## src/logic/urg_map.vh

```
`ifndef URG_MAP_VH
`define URG_MAP_VH

// ------------------------------------------------------------
// register indices (byte address is four times the index)
// ------------------------------------------------------------
`define URG_IDX_GRP    10'h084
`define URG_IDX_AGP    10'h085
`define URG_IDX_DUAL   10'h086
`define URG_IDX_STAT0  10'h087
`define URG_IDX_STAT1  10'h088
`define URG_RST_GRP    32'h0007_0007
`define URG_RST_AGP    32'h0008_0007
`define URG_RST_DUAL   32'h0000_0000
`define URG_MSK_GRP    32'hff17_7f17
`define URG_MSK_AGP    32'h00ff_7f1f
`define URG_MSK_DUAL   32'h0000_003f

// ------------------------------------------------------------
// field positions
// ------------------------------------------------------------
`define URG_F_TEX_WM   2:0
`define URG_F_TEX_EN   4
`define URG_F_TEX_OPT  14:8
`define URG_F_ENG_WM   18:16
`define URG_F_ENG_URG  20
`define URG_F_ENG_OPT  30:24
`define URG_F_ENG_EN   31
`define URG_F_AGP_WM   2:0
`define URG_F_AGP_URG  3
`define URG_F_AGP_EN   4
`define URG_F_AGP_OPT  14:8
`define URG_F_AGP_TMR  23:16
`define URG_F_DUAL     0
`define URG_F_TAG      1
`define URG_F_DWACK    2
`define URG_F_RWACK    3
`define URG_F_FAST     4
`define URG_F_BYPASS   5
`define URG_OPT_RDY    0
`define URG_OPT_RE     1:0
`define URG_OPT_RE_PAT 2'b10
`define URG_OPT_TCOND  2
`define URG_OPT_FULL   3
`define URG_OPT_WM     4
`define URG_OPT_DIR    5
// active mode vector: dual, tag, dwack, rwack, fast, enables tex/eng/agp
`define URG_M_EN0      5
`define URG_RESP_OK    2'b00
`define URG_RESP_ERR   2'b10
`endif

```

## src/logic/urg_path_ctl.v

```verilog
`include "urg_map.vh"

module urg_path_ctl #(
  parameter AW       = 32,
  parameter ABW      = 12,
  parameter PW       = 3,
  parameter TMR_INIT = 8'h08
) (
  input  wire              i_clk_sys,
  input  wire              i_reset,
  input  wire [ABW-1:0]    i_s_axi_awaddr,
  input  wire              i_s_axi_awvalid,
  output wire              o_s_axi_awready,
  input  wire [31:0]       i_s_axi_wdata,
  input  wire [3:0]        i_s_axi_wstrb,
  input  wire              i_s_axi_wvalid,
  output wire              o_s_axi_wready,
  output wire [1:0]        o_s_axi_bresp,
  output wire              o_s_axi_bvalid,
  input  wire              i_s_axi_bready,
  input  wire [ABW-1:0]    i_s_axi_araddr,
  input  wire              i_s_axi_arvalid,
  output wire              o_s_axi_arready,
  output wire [31:0]       o_s_axi_rdata,
  output wire [1:0]        o_s_axi_rresp,
  output wire              o_s_axi_rvalid,
  input  wire              i_s_axi_rready,
  input  wire [2:0]        i_rd_valid,
  output wire [2:0]        o_rd_ready,
  input  wire [3*AW-1:0]   i_rd_addr,
  input  wire [2:0]        i_rd_wr,
  input  wire [2:0]        i_rd_urgent,
  input  wire [1:0]        i_w3d_valid,
  output wire [1:0]        o_w3d_ready,
  input  wire [2*AW-1:0]   i_w3d_addr,
  input  wire              i_ctl_idle,
  input  wire              i_ded_wr_issue,
  input  wire              i_hl_write_commit_ack_ded,
  input  wire              i_hl_write_commit_ack_rw,
  output wire              o_hl_valid,
  input  wire              i_hl_ready,
  output wire [AW-1:0]     o_hl_addr,
  output wire              o_hl_wr,
  output wire [2:0]        o_hl_client,
  output wire [3:0]        o_hl_group_len,
  output wire              o_hl_wch_path,
  output wire [7:0]        o_hl_tag,
  output wire [7:0]        o_ded_pending
);

  localparam DEPTH = 1 << PW;
  localparam PLW   = AW + 17;

  // ------------------------------------------------------------
  // register file and bus slave
  // ------------------------------------------------------------
  reg  [31:0]   grp_q, agp_q, dual_q;
  reg  [7:0]    act_q;
  reg           awr_q, wr_q, bv_q, arr_q, rv_q;
  reg  [1:0]    bresp_q, rresp_q;
  reg  [31:0]   rdata_q, wdat_q;
  reg  [3:0]    wstb_q;
  reg  [ABW-3:0] awi_q;
  reg           awf_q, wf_q;
  reg  [7:0]    ded_pend_q, wch_pend_q;
  wire [ABW-3:0] ari = i_s_axi_araddr[ABW-1:2];
  wire [3*(PW+1)-1:0] cnt_all;

  function [31:0] wmerge;
    input [31:0] old;
    input [31:0] dat;
    input [3:0]  stb;
    input [31:0] msk;
    integer b;
    begin
      wmerge = old;
      for (b = 0; b < 4; b = b + 1) begin
        if (stb[b]) wmerge[b*8 +: 8] = dat[b*8 +: 8];
      end
      wmerge = wmerge & msk;
    end
  endfunction

  // write channel: address and data taken in any order, response after both
  always @(posedge i_clk_sys or posedge i_reset) begin
    if (i_reset) begin
      awr_q   <= 1'b1;
      wr_q    <= 1'b1;
      awf_q   <= 1'b0;
      wf_q    <= 1'b0;
      bv_q    <= 1'b0;
      bresp_q <= `URG_RESP_OK;
      awi_q   <= {(ABW-2){1'b0}};
      wdat_q  <= 32'h0000_0000;
      wstb_q  <= 4'h0;
      grp_q   <= `URG_RST_GRP;
      agp_q   <= `URG_RST_AGP;
      dual_q  <= `URG_RST_DUAL;
    end else begin
      if (i_s_axi_awvalid & awr_q) begin
        awi_q <= i_s_axi_awaddr[ABW-1:2];
        awf_q <= 1'b1;
        awr_q <= 1'b0;
      end
      if (i_s_axi_wvalid & wr_q) begin
        wdat_q <= i_s_axi_wdata;
        wstb_q <= i_s_axi_wstrb;
        wf_q   <= 1'b1;
        wr_q   <= 1'b0;
      end
      if (awf_q & wf_q & ~bv_q) begin
        bv_q    <= 1'b1;
        bresp_q <= `URG_RESP_OK;
        // shadow copies take the write at once and read back at once
        case (awi_q)
          `URG_IDX_GRP:  grp_q  <= wmerge(grp_q, wdat_q, wstb_q, `URG_MSK_GRP);
          `URG_IDX_AGP:  agp_q  <= wmerge(agp_q, wdat_q, wstb_q, `URG_MSK_AGP);
          `URG_IDX_DUAL: dual_q <= wmerge(dual_q, wdat_q, wstb_q, `URG_MSK_DUAL);
          `URG_IDX_STAT0, `URG_IDX_STAT1: bresp_q <= `URG_RESP_OK;
          default:       bresp_q <= `URG_RESP_ERR;
        endcase
      end
      if (bv_q & i_s_axi_bready) begin
        bv_q  <= 1'b0;
        awf_q <= 1'b0;
        wf_q  <= 1'b0;
        awr_q <= 1'b1;
        wr_q  <= 1'b1;
      end
    end
  end

  // read channel: one read at a time, data one cycle after the address
  always @(posedge i_clk_sys or posedge i_reset) begin
    if (i_reset) begin
      arr_q   <= 1'b1;
      rv_q    <= 1'b0;
      rdata_q <= 32'h0000_0000;
      rresp_q <= `URG_RESP_OK;
    end else if (i_s_axi_arvalid & arr_q) begin
      arr_q   <= 1'b0;
      rv_q    <= 1'b1;
      rresp_q <= `URG_RESP_OK;
      case (ari)
        `URG_IDX_GRP:   rdata_q <= grp_q;
        `URG_IDX_AGP:   rdata_q <= agp_q;
        `URG_IDX_DUAL:  rdata_q <= dual_q;
        `URG_IDX_STAT0: rdata_q <= {12'h000, act_q, cnt_all};
        `URG_IDX_STAT1: rdata_q <= {16'h0000, wch_pend_q, ded_pend_q};
        default: begin
          rdata_q <= 32'h0000_0000;
          rresp_q <= `URG_RESP_ERR;
        end
      endcase
    end else if (rv_q & i_s_axi_rready) begin
      rv_q  <= 1'b0;
      arr_q <= 1'b1;
    end
  end

  // ------------------------------------------------------------
  // mode switch load
  // ------------------------------------------------------------
  wire [7:0] mode_sh = {agp_q[`URG_F_AGP_EN], grp_q[`URG_F_ENG_EN], grp_q[`URG_F_TEX_EN],
                        dual_q[`URG_F_FAST], dual_q[`URG_F_RWACK], dual_q[`URG_F_DWACK],
                        dual_q[`URG_F_TAG], dual_q[`URG_F_DUAL]};

  // active copies follow the shadow on bypass or on controller idle
  always @(posedge i_clk_sys or posedge i_reset) begin
    if (i_reset) act_q <= 8'h00;
    else if (dual_q[`URG_F_BYPASS] | i_ctl_idle) act_q <= mode_sh;
  end

  // per-grouper configuration; texture has no urgent eject
  wire [8:0]  cfg_wm  = {agp_q[`URG_F_AGP_WM], grp_q[`URG_F_ENG_WM], grp_q[`URG_F_TEX_WM]};
  wire [20:0] cfg_opt = {agp_q[`URG_F_AGP_OPT], grp_q[`URG_F_ENG_OPT], grp_q[`URG_F_TEX_OPT]};
  wire [2:0]  cfg_urg = {agp_q[`URG_F_AGP_URG], grp_q[`URG_F_ENG_URG], 1'b0};
  wire [23:0] cfg_tmr = {agp_q[`URG_F_AGP_TMR], TMR_INIT, TMR_INIT};

  // ------------------------------------------------------------
  // client groupers
  // ------------------------------------------------------------
  wire [4:0]       gnt;
  wire             buf_rdy;
  wire [2:0]       head_v;
  wire [3*AW-1:0]  head_a;
  wire [2:0]       head_w;
  wire [11:0]      head_l;

  genvar g;
  generate
    for (g = 0; g < 3; g = g + 1) begin : grp
      reg  [AW-1:0]    addr_q [0:DEPTH-1];
      reg  [3:0]       len_q  [0:DEPTH-1];
      reg  [DEPTH-1:0] vld_q, dir_q, rdy_q, ejt_q;
      reg  [PW-1:0]    rp_q, wp_q;
      reg  [PW:0]      cnt_q;
      reg  [7:0]       tmr_q;
      reg              crdy_q;
      reg  [DEPTH-1:0] hit;
      reg  [PW-1:0]    hidx;
      integer          e;
      integer          c;
      wire [AW-1:0]    a    = i_rd_addr[g*AW +: AW];
      wire             w    = i_rd_wr[g];
      wire [6:0]       opt  = cfg_opt[g*7 +: 7];
      wire             en   = act_q[`URG_M_EN0+g];
      wire [PW:0]      wm2  = {cfg_wm[g*3 +: 3], 1'b0};
      wire             urg  = cfg_urg[g] & i_rd_urgent[g];
      wire [DEPTH-1:0] rp_oh = {{(DEPTH-1){1'b0}}, 1'b1} << rp_q;
      wire [DEPTH-1:0] wp_oh = {{(DEPTH-1){1'b0}}, 1'b1} << wp_q;
      wire [DEPTH-1:0] h_oh  = {{(DEPTH-1){1'b0}}, 1'b1} << hidx;
      wire             take    = i_rd_valid[g] & crdy_q;
      wire             grouped = take & en & (|hit);
      wire             alloc   = take & ~grouped;
      wire             tzero   = (tmr_q == 8'h00);
      wire             head    = vld_q[rp_q] & (ejt_q[rp_q] | tzero);
      wire             pop     = head & gnt[g];
      wire             all_ej  = ~en | (cnt_q > wm2) | (opt[`URG_OPT_FULL] & cnt_q[PW]) |
                                 (opt[`URG_OPT_WM] & (cnt_q >= wm2));
      wire [PW:0]      cnt_d   = cnt_q + {{PW{1'b0}}, alloc} - {{PW{1'b0}}, pop};

      // match search excludes the entry under the read pointer
      always @* begin
        hit  = {DEPTH{1'b0}};
        hidx = {PW{1'b0}};
        for (c = 0; c < DEPTH; c = c + 1) begin
          hit[c] = vld_q[c] & ~rp_oh[c] & (addr_q[c] == a) & (dir_q[c] == w) &
                   (~rdy_q[c] | opt[`URG_OPT_RDY] |
                    ((opt[`URG_OPT_RE] == `URG_OPT_RE_PAT) & ejt_q[c]));
        end
        for (c = DEPTH - 1; c >= 0; c = c - 1) begin
          if (hit[c]) hidx = c[PW-1:0];
        end
      end

      // entry state, pointers, occupancy and latency timer
      always @(posedge i_clk_sys or posedge i_reset) begin
        if (i_reset) begin
          vld_q  <= {DEPTH{1'b0}};
          dir_q  <= {DEPTH{1'b0}};
          rdy_q  <= {DEPTH{1'b0}};
          ejt_q  <= {DEPTH{1'b0}};
          rp_q   <= {PW{1'b0}};
          wp_q   <= {PW{1'b0}};
          cnt_q  <= {(PW+1){1'b0}};
          tmr_q  <= 8'h00;
          crdy_q <= 1'b0;
          for (e = 0; e < DEPTH; e = e + 1) begin
            addr_q[e] <= {AW{1'b0}};
            len_q[e]  <= 4'h0;
          end
        end else begin
          for (e = 0; e < DEPTH; e = e + 1) begin
            if (vld_q[e] & (all_ej | (opt[`URG_OPT_DIR] & take & ~rdy_q[e] & (dir_q[e] != w))))
              ejt_q[e] <= 1'b1;
            if (vld_q[e] & rp_oh[e] & tzero) rdy_q[e] <= 1'b1;
            if (grouped & h_oh[e]) begin
              if (~&len_q[e]) len_q[e] <= len_q[e] + 4'h1;
              if (urg) ejt_q[e] <= 1'b1;
            end
            if (pop & rp_oh[e]) begin
              vld_q[e] <= 1'b0;
              rdy_q[e] <= 1'b0;
              ejt_q[e] <= 1'b0;
            end
            if (alloc & wp_oh[e]) begin
              vld_q[e]  <= 1'b1;
              addr_q[e] <= a;
              dir_q[e]  <= w;
              len_q[e]  <= 4'h1;
              rdy_q[e]  <= 1'b0;
              ejt_q[e]  <= urg | all_ej;
            end
          end
          if (alloc) wp_q <= wp_q + {{(PW-1){1'b0}}, 1'b1};
          if (pop)   rp_q <= rp_q + {{(PW-1){1'b0}}, 1'b1};
          cnt_q  <= cnt_d;
          crdy_q <= ~cnt_d[PW];
          if (pop | ~vld_q[rp_q])
            tmr_q <= cfg_tmr[g*8 +: 8];
          else if (~tzero & (~opt[`URG_OPT_TCOND] | (buf_rdy & ~head)))
            tmr_q <= tmr_q - 8'h01;
        end
      end

      assign o_rd_ready[g]              = crdy_q;
      assign head_v[g]                  = head;
      assign head_a[g*AW +: AW]         = addr_q[rp_q];
      assign head_w[g]                  = dir_q[rp_q];
      assign head_l[g*4 +: 4]           = len_q[rp_q];
      assign cnt_all[g*(PW+1) +: PW+1]  = cnt_q;
    end
  endgenerate

  // ------------------------------------------------------------
  // 3d write holding stages
  // ------------------------------------------------------------
  reg [1:0]      w3v_q, w3r_q;
  reg [2*AW-1:0] w3a_q;
  integer k;
  integer m;

  // one-entry stage per 3d write client
  always @(posedge i_clk_sys or posedge i_reset) begin
    if (i_reset) begin
      w3v_q <= 2'b00;
      w3r_q <= 2'b00;
      w3a_q <= {(2*AW){1'b0}};
    end else begin
      for (k = 0; k < 2; k = k + 1) begin
        if (i_w3d_valid[k] & w3r_q[k]) begin
          w3v_q[k]           <= 1'b1;
          w3r_q[k]           <= 1'b0;
          w3a_q[k*AW +: AW]  <= i_w3d_addr[k*AW +: AW];
        end else if (gnt[3+k] | ~w3v_q[k]) begin
          w3v_q[k] <= 1'b0;
          w3r_q[k] <= 1'b1;
        end
      end
    end
  end

  // ------------------------------------------------------------
  // path steering, pacing and tagging
  // ------------------------------------------------------------
  reg            gap_q;
  reg  [7:0]     tag_q;
  reg  [PLW-1:0] pl;
  wire           pace_ok = act_q[`URG_F_FAST] | ~gap_q;
  wire [4:0]     req     = {w3v_q, head_v} & {5{buf_rdy & pace_ok}};
  assign         gnt     = req & (~req + 5'h01);
  wire           push    = |gnt;

  // payload of the granted source: tag, path, client, length, dir, addr
  always @* begin
    pl = {PLW{1'b0}};
    for (m = 0; m < 3; m = m + 1) begin
      if (gnt[m]) pl = {8'h00, 1'b0, m[2:0], head_l[m*4 +: 4], head_w[m], head_a[m*AW +: AW]};
    end
    for (m = 0; m < 2; m = m + 1) begin
      if (gnt[3+m]) pl = {8'h00, act_q[`URG_F_DUAL], m[2:0] + 3'h3, 4'h1, 1'b1,
                          w3a_q[m*AW +: AW]};
    end
    if (act_q[`URG_F_TAG]) pl[PLW-1 -: 8] = tag_q;
  end

  // issue gap and order tag counter
  always @(posedge i_clk_sys or posedge i_reset) begin
    if (i_reset) begin
      gap_q <= 1'b0;
      tag_q <= 8'h00;
    end else begin
      gap_q <= push & ~act_q[`URG_F_FAST];
      if (push & act_q[`URG_F_TAG]) tag_q <= tag_q + 8'h01;
    end
  end

  // uncommitted write counters; with dwack/rwack set, a same-cycle issue and ack leave the count unchanged
  always @(posedge i_clk_sys or posedge i_reset) begin
    if (i_reset) begin
      ded_pend_q <= 8'h00;
      wch_pend_q <= 8'h00;
    end else begin
      if (i_ded_wr_issue & ~(act_q[`URG_F_DWACK] & i_hl_write_commit_ack_ded))
        ded_pend_q <= ded_pend_q + 8'h01;
      else if (~i_ded_wr_issue & act_q[`URG_F_DWACK] & i_hl_write_commit_ack_ded & (|ded_pend_q))
        ded_pend_q <= ded_pend_q - 8'h01;
      if (push & pl[AW+17-9] & ~(act_q[`URG_F_RWACK] & i_hl_write_commit_ack_rw))
        wch_pend_q <= wch_pend_q + 8'h01;
      else if (~(push & pl[AW+8]) & act_q[`URG_F_RWACK] & i_hl_write_commit_ack_rw & (|wch_pend_q))
        wch_pend_q <= wch_pend_q - 8'h01;
    end
  end

  // ------------------------------------------------------------
  // two-entry output buffer toward the host link
  // ------------------------------------------------------------
  reg           ov_q, sv_q;
  reg [PLW-1:0] od_q, sd_q;
  assign buf_rdy = ~sv_q;

  // output stage plus skid stage; a link stall fills the skid then stops grants
  always @(posedge i_clk_sys or posedge i_reset) begin
    if (i_reset) begin
      ov_q <= 1'b0;
      sv_q <= 1'b0;
      od_q <= {PLW{1'b0}};
      sd_q <= {PLW{1'b0}};
    end else if (~ov_q | i_hl_ready) begin
      if (sv_q & (~ov_q | act_q[`URG_F_FAST])) begin
        od_q <= sd_q;
        ov_q <= 1'b1;
        sv_q <= 1'b0;
      end else if (sv_q) begin
        ov_q <= 1'b0;  // skid waits a cycle so the link keeps its 2-clock pace
      end else begin
        od_q <= pl;
        ov_q <= push;
      end
    end else if (push) begin
      sd_q <= pl;
      sv_q <= 1'b1;
    end
  end

  assign o_hl_valid      = ov_q;
  assign o_hl_addr       = od_q[AW-1:0];
  assign o_hl_wr         = od_q[AW];
  assign o_hl_group_len  = od_q[AW+4:AW+1];
  assign o_hl_client     = od_q[AW+7:AW+5];
  assign o_hl_wch_path   = od_q[AW+8];
  assign o_hl_tag        = od_q[PLW-1 -: 8];
  assign o_ded_pending   = ded_pend_q;
  assign o_w3d_ready     = w3r_q;
  assign o_s_axi_awready = awr_q;
  assign o_s_axi_wready  = wr_q;
  assign o_s_axi_bvalid  = bv_q;
  assign o_s_axi_bresp   = bresp_q;
  assign o_s_axi_arready = arr_q;
  assign o_s_axi_rvalid  = rv_q;
  assign o_s_axi_rdata   = rdata_q;
  assign o_s_axi_rresp   = rresp_q;

endmodule

```

## config.mk

```make
export PLATFORM = sky130hd
export DESIGN_NAME = urg_path_ctl
export DESIGN_NICKNAME = d
export VERILOG_FILES = /design/src/logic/urg_path_ctl.v
export VERILOG_INCLUDE_DIRS = /design/src /design/src/logic
export SDC_FILE = /design/constraint.sdc
export NUM_CORES = 2
export LEC_CHECK = 0
export BUFFER_PORTS_ARGS = -buffer_cell sky130_fd_sc_hd__buf_4
export CAP_MARGIN = 5
export CORE_ASPECT_RATIO = 0.8
export CORE_MARGIN = 2
export CORE_UTILIZATION = 40
export DETAILED_ROUTE_END_ITERATION = 8
export PLACE_DENSITY = 0.57
export SLEW_MARGIN = 40
export SYNTH_ARGS = -nofsm -noshare
export SYNTH_HDL_FRONTEND = slang
export SYNTH_SLANG_ARGS = --single-unit
```

## constraint.sdc

```tcl
create_clock -name i_clk_sys -period 67.5 [get_ports i_clk_sys]
set_clock_uncertainty 0.05 [all_clocks]
set_input_delay 6.75 -clock i_clk_sys [delete_from_list [all_inputs] [get_ports i_clk_sys]]
set_output_delay 6.75 -clock i_clk_sys [all_outputs]
set_load 0.005 [all_outputs]
```

==> impl_metrics.toml <==
[run_status]
outcome = "finished, final reports clean"

[die]
floorplan.io_pins = 347
die_h_um = 391
initial_core_util = 0.404
floorplan.die_area_sq_um = 190000
placeableCoreArea_sq_um = 185000
rows = 141
x_dimension_of_the_die_um = 487

[timing]
fmax_mhz = 89.2
slew_viol_final = 0
final.setup.worst_slack_ns = 56.29
setup_total_negative_slack_ns = 0
setup_viol = 0
final_hold_viol_count = 0
finalHoldWorstSlack_ns = 0.423
worst_pin_slew_ns = 0.977
timing.max_slew.rel_slack = 0.330
period_needed_ns = 11.21
min_period_over_period = 0.166
unrepaired_setup_endpoints_after_global_routing = "false"

[place]
placement.io_buffers = 336
preCtsSetupSlack_ns = 55.34
gp_congestion = 0.950
place_hpwl_um = 203000

[worst_setup_path]
data_arrival_at_the_endpoint_of_the_critical_path_ns = 11.84
path_buf_inv = 4
type_of_element_capturing_the_critical_path = "flip-flop"
cp_max_fo = 16
wp_data_required_ns = 68.13
crit_chain = "buf_4, xor2_1, nor4_1, nand4_1, nor4_2, or4b_1, o41ai_4, and2_1, inv_1, ha_1, inv_1, ha_1, a21o_1, a21oi_1, xnor2_1, inv_1"
timing.critical_path.from_type = "input pin"
cp_common_cell = "sky130_fd_sc_hd__inv_1"
crit_slowest_cell = "sky130_fd_sc_hd__o41ai_4"
slowest_delay_ns = 0.81
timing.critical_path.max_delay_family = "simple AND/OR/NAND/NOR gates"
critical_path_class = "in -> reg"

[clock_tree]
tritoncts.num_buffers = 152
clock-sinks = 1351
cts.path.max_buffers = 3
cts.repair_timing.setup_buffer_count = 0
resized_gates_after_cts = 0
cts.hold.buffers_added = 0
cts_root_cell = "sky130_fd_sc_hd__clkbuf_16"
cts_max_level = 4
clkSlewWorstSetupHoldPaths_ns = 0.06
tritoncts_clock_tree = "yes"
worstSkewPairLatency_ns = 0.82

[grt]
grt_util_all_layers = 0.287
gr-total-overflow = 0
wire_length_of_the_first_global_routing_pass_um = 394000
antenna_violations_before_repair = 31
grt_max_degree = 99
vias_in_the_first_global_route = 52300

[yosys]
post_synth_num_cell_types = 94
dominantRegCellSynth = "sky130_fd_sc_hd__dfrtp_1"
multiplexer_fraction_of_the_synthesized_cell_area = 0.225
yosysSeqAreaShare = 0.453
synth.ff_latch_count = 1351
post_synth.cell_area_avg_sq_um = 11.4
synthAdderAreaFrac = 0.0178
synth_xor_area_frac = 0.103
netlist_area_before_placement_sq_um = 74700
yosys_warnings = 0
async_flop_share = 1.00
synth_top_family_by_area = "multiplexers"
share_of_the_synthesized_area_in_compound_gates_ao_oa_aoi_oai = 0.0551
synth-simple-area-share = 0.113
synth_enable_flop_cells = 0
synthesized_instance_count = 6533

[power_and_ir_drop]
leakage_nw = 36.5
pwr_density_nw_per_um2 = 49.0
maximum_vdd_drop_mv = 0.0269

[final_layout]
layout.cells.most_common_list = "sky130_fd_sc_hd__dfrtp_1 (1331), sky130_fd_sc_hd__mux2_2 (848), sky130_fd_sc_hd__nand2_1 (658)"
final_layout_size_suffix_gt1_frac = 0.285
finalNetCount = 6978
layout.area.seq_sq_um = 33800
layout_commonest_cell = "sky130_fd_sc_hd__dfrtp_1"
num-fill-cells = 16900
multi_input_area_sq_um = 38800
synthToLayoutAreaGrowth_pct = 13.6

[detailed_routing]
met3_length_um = 24500
met2_length_um = 119000
drt-wirelength-per-cell_um = 30.0
antenna_violating_nets_post_route = 0
detailedRoute.firstPassIterationCount = 8
drt_first_iter_violations = 5517
met1_wirelength_um = 125000
drc = 0
routed_wl_um = 276000
via_count = 54300
routed_via_density = 5.90
top_signal_layer_used = "met5"

[job]
maximum_capacitance_violations = 0

[hold_path]
hold_class = "reg -> reg"
Yosys cell counts, types with 137 or more instances:
cell type,instances,area [sq um]
sky130_fd_sc_hd__nor2_1,207,777
sky130_fd_sc_hd__xor2_1,483,4230
sky130_fd_sc_hd__mux2i_1,137,1370
sky130_fd_sc_hd__nand4_1,138,863
sky130_fd_sc_hd__clkbuf_1,293,1100
sky130_fd_sc_hd__dfrtp_1,1338,33500
sky130_fd_sc_hd__nor4_1,154,963
sky130_fd_sc_hd__nand3_1,137,686
sky130_fd_sc_hd__mux4_2,234,5270
sky130_fd_sc_hd__xnor2_1,398,3490
sky130_fd_sc_hd__nand2_1,664,2490
sky130_fd_sc_hd__mux2_2,848,9550
sky130_fd_sc_hd__o21ai_0,238,1190
area by class of cell:
class / count / area share
Timing Repair Buffer: 436 / 0.0411
Clock inverter: 53 / 0.00883
Sequential cell: 1351 / 0.399
Inverter: 110 / 0.00495
Tap cell: 2431 / 0.0358
Multi-Input combinational cell: 4581 / 0.457
Antenna cell: 15 / 0.000442
Clock buffer: 224 / 0.0533
through the flow:
stage | utilization | instance area, sq um | std cells | total power, mW
CTS | 0.458 | 84700 | 9185 | 4.15
floorplan | - | 74700 | 6534 | 2.51
global placement | 0.427 | 79100 | 8901 | 3.21
global route | 0.459 | 84900 | 9197 | 4.35
detailed placement | 0.429 | 79500 | 8908 | 3.25
finish | 0.459 | 84900 | 9201 | 4.16
power by group:
| part | switching, mW | internal (mW) | total [mW] |
|---|---|---|---|
| Sequential | 0.349 | 1.14 | 1.49 |
| Combinational | 1.01 | 0.768 | 1.78 |
| Clock | 0.371 | 0.518 | 0.889 |
| Total | 1.73 | 2.43 | 4.16 |
worst min-delay path: cells and delay by family, from the launching register on:
family | cells | cell delay, ns
flops | 1 | 0.34
simple gates | 2 | 0.10
state kept, by name (all words and copies together) (netlist names), 10 cells and up:
register,flops
grp.addr_q,768
grp.len_q,96
w3a_q,64
od_q,49
sd_q,49
o_s_axi_rdata,32
wdat_q,29
grp.dir_q,24
grp.ejt_q,24
grp.rdy_q,24
grp.tmr_q,24
grp.vld_q,24
grp_q,23
agp_q,20
grp.cnt_q,12
awi_q,10
routing by layer:
layer | vias up | track usage
li1 | 23500 | -
met1 | 28300 | 0.427
met2 | 2110 | 0.410
met3 | 333 | 0.0703
met4 | 18 | 0.0816
met5 | - | 0
cell families after synthesis:
| kind of cell | count (synthesis) |
|---|---|
| compound gates | 649 |
| xor+xnor | 881 |
| fa+ha+maj | 103 |
| buf+inv | 602 |
| flops | 1351 |
| mux | 1260 |
| other cells | 1 |
| simple gates | 1686 |
path summary, 6_finish.rpt:
check                                       start                  to  slack, ns  cells after the start
worst min-delay path            o_s_axi_rdata[17]   o_s_axi_rdata[17]       0.42                      2
max in group asynchronous                 i_reset  grp[0].addr_q[239]      58.84                      6
worst max-delay path                i_rd_addr[21]       grp[0].crdy_q      56.29                     16
worst min register to register  o_s_axi_rdata[17]   o_s_axi_rdata[17]       0.42                      2
min in group asynchronous                 i_reset            awi_q[5]       6.00                      2
worst max register to register     grp[0].rp_q[1]       wch_pend_q[7]      60.38                     21
(Power assumes the default switching activity.)
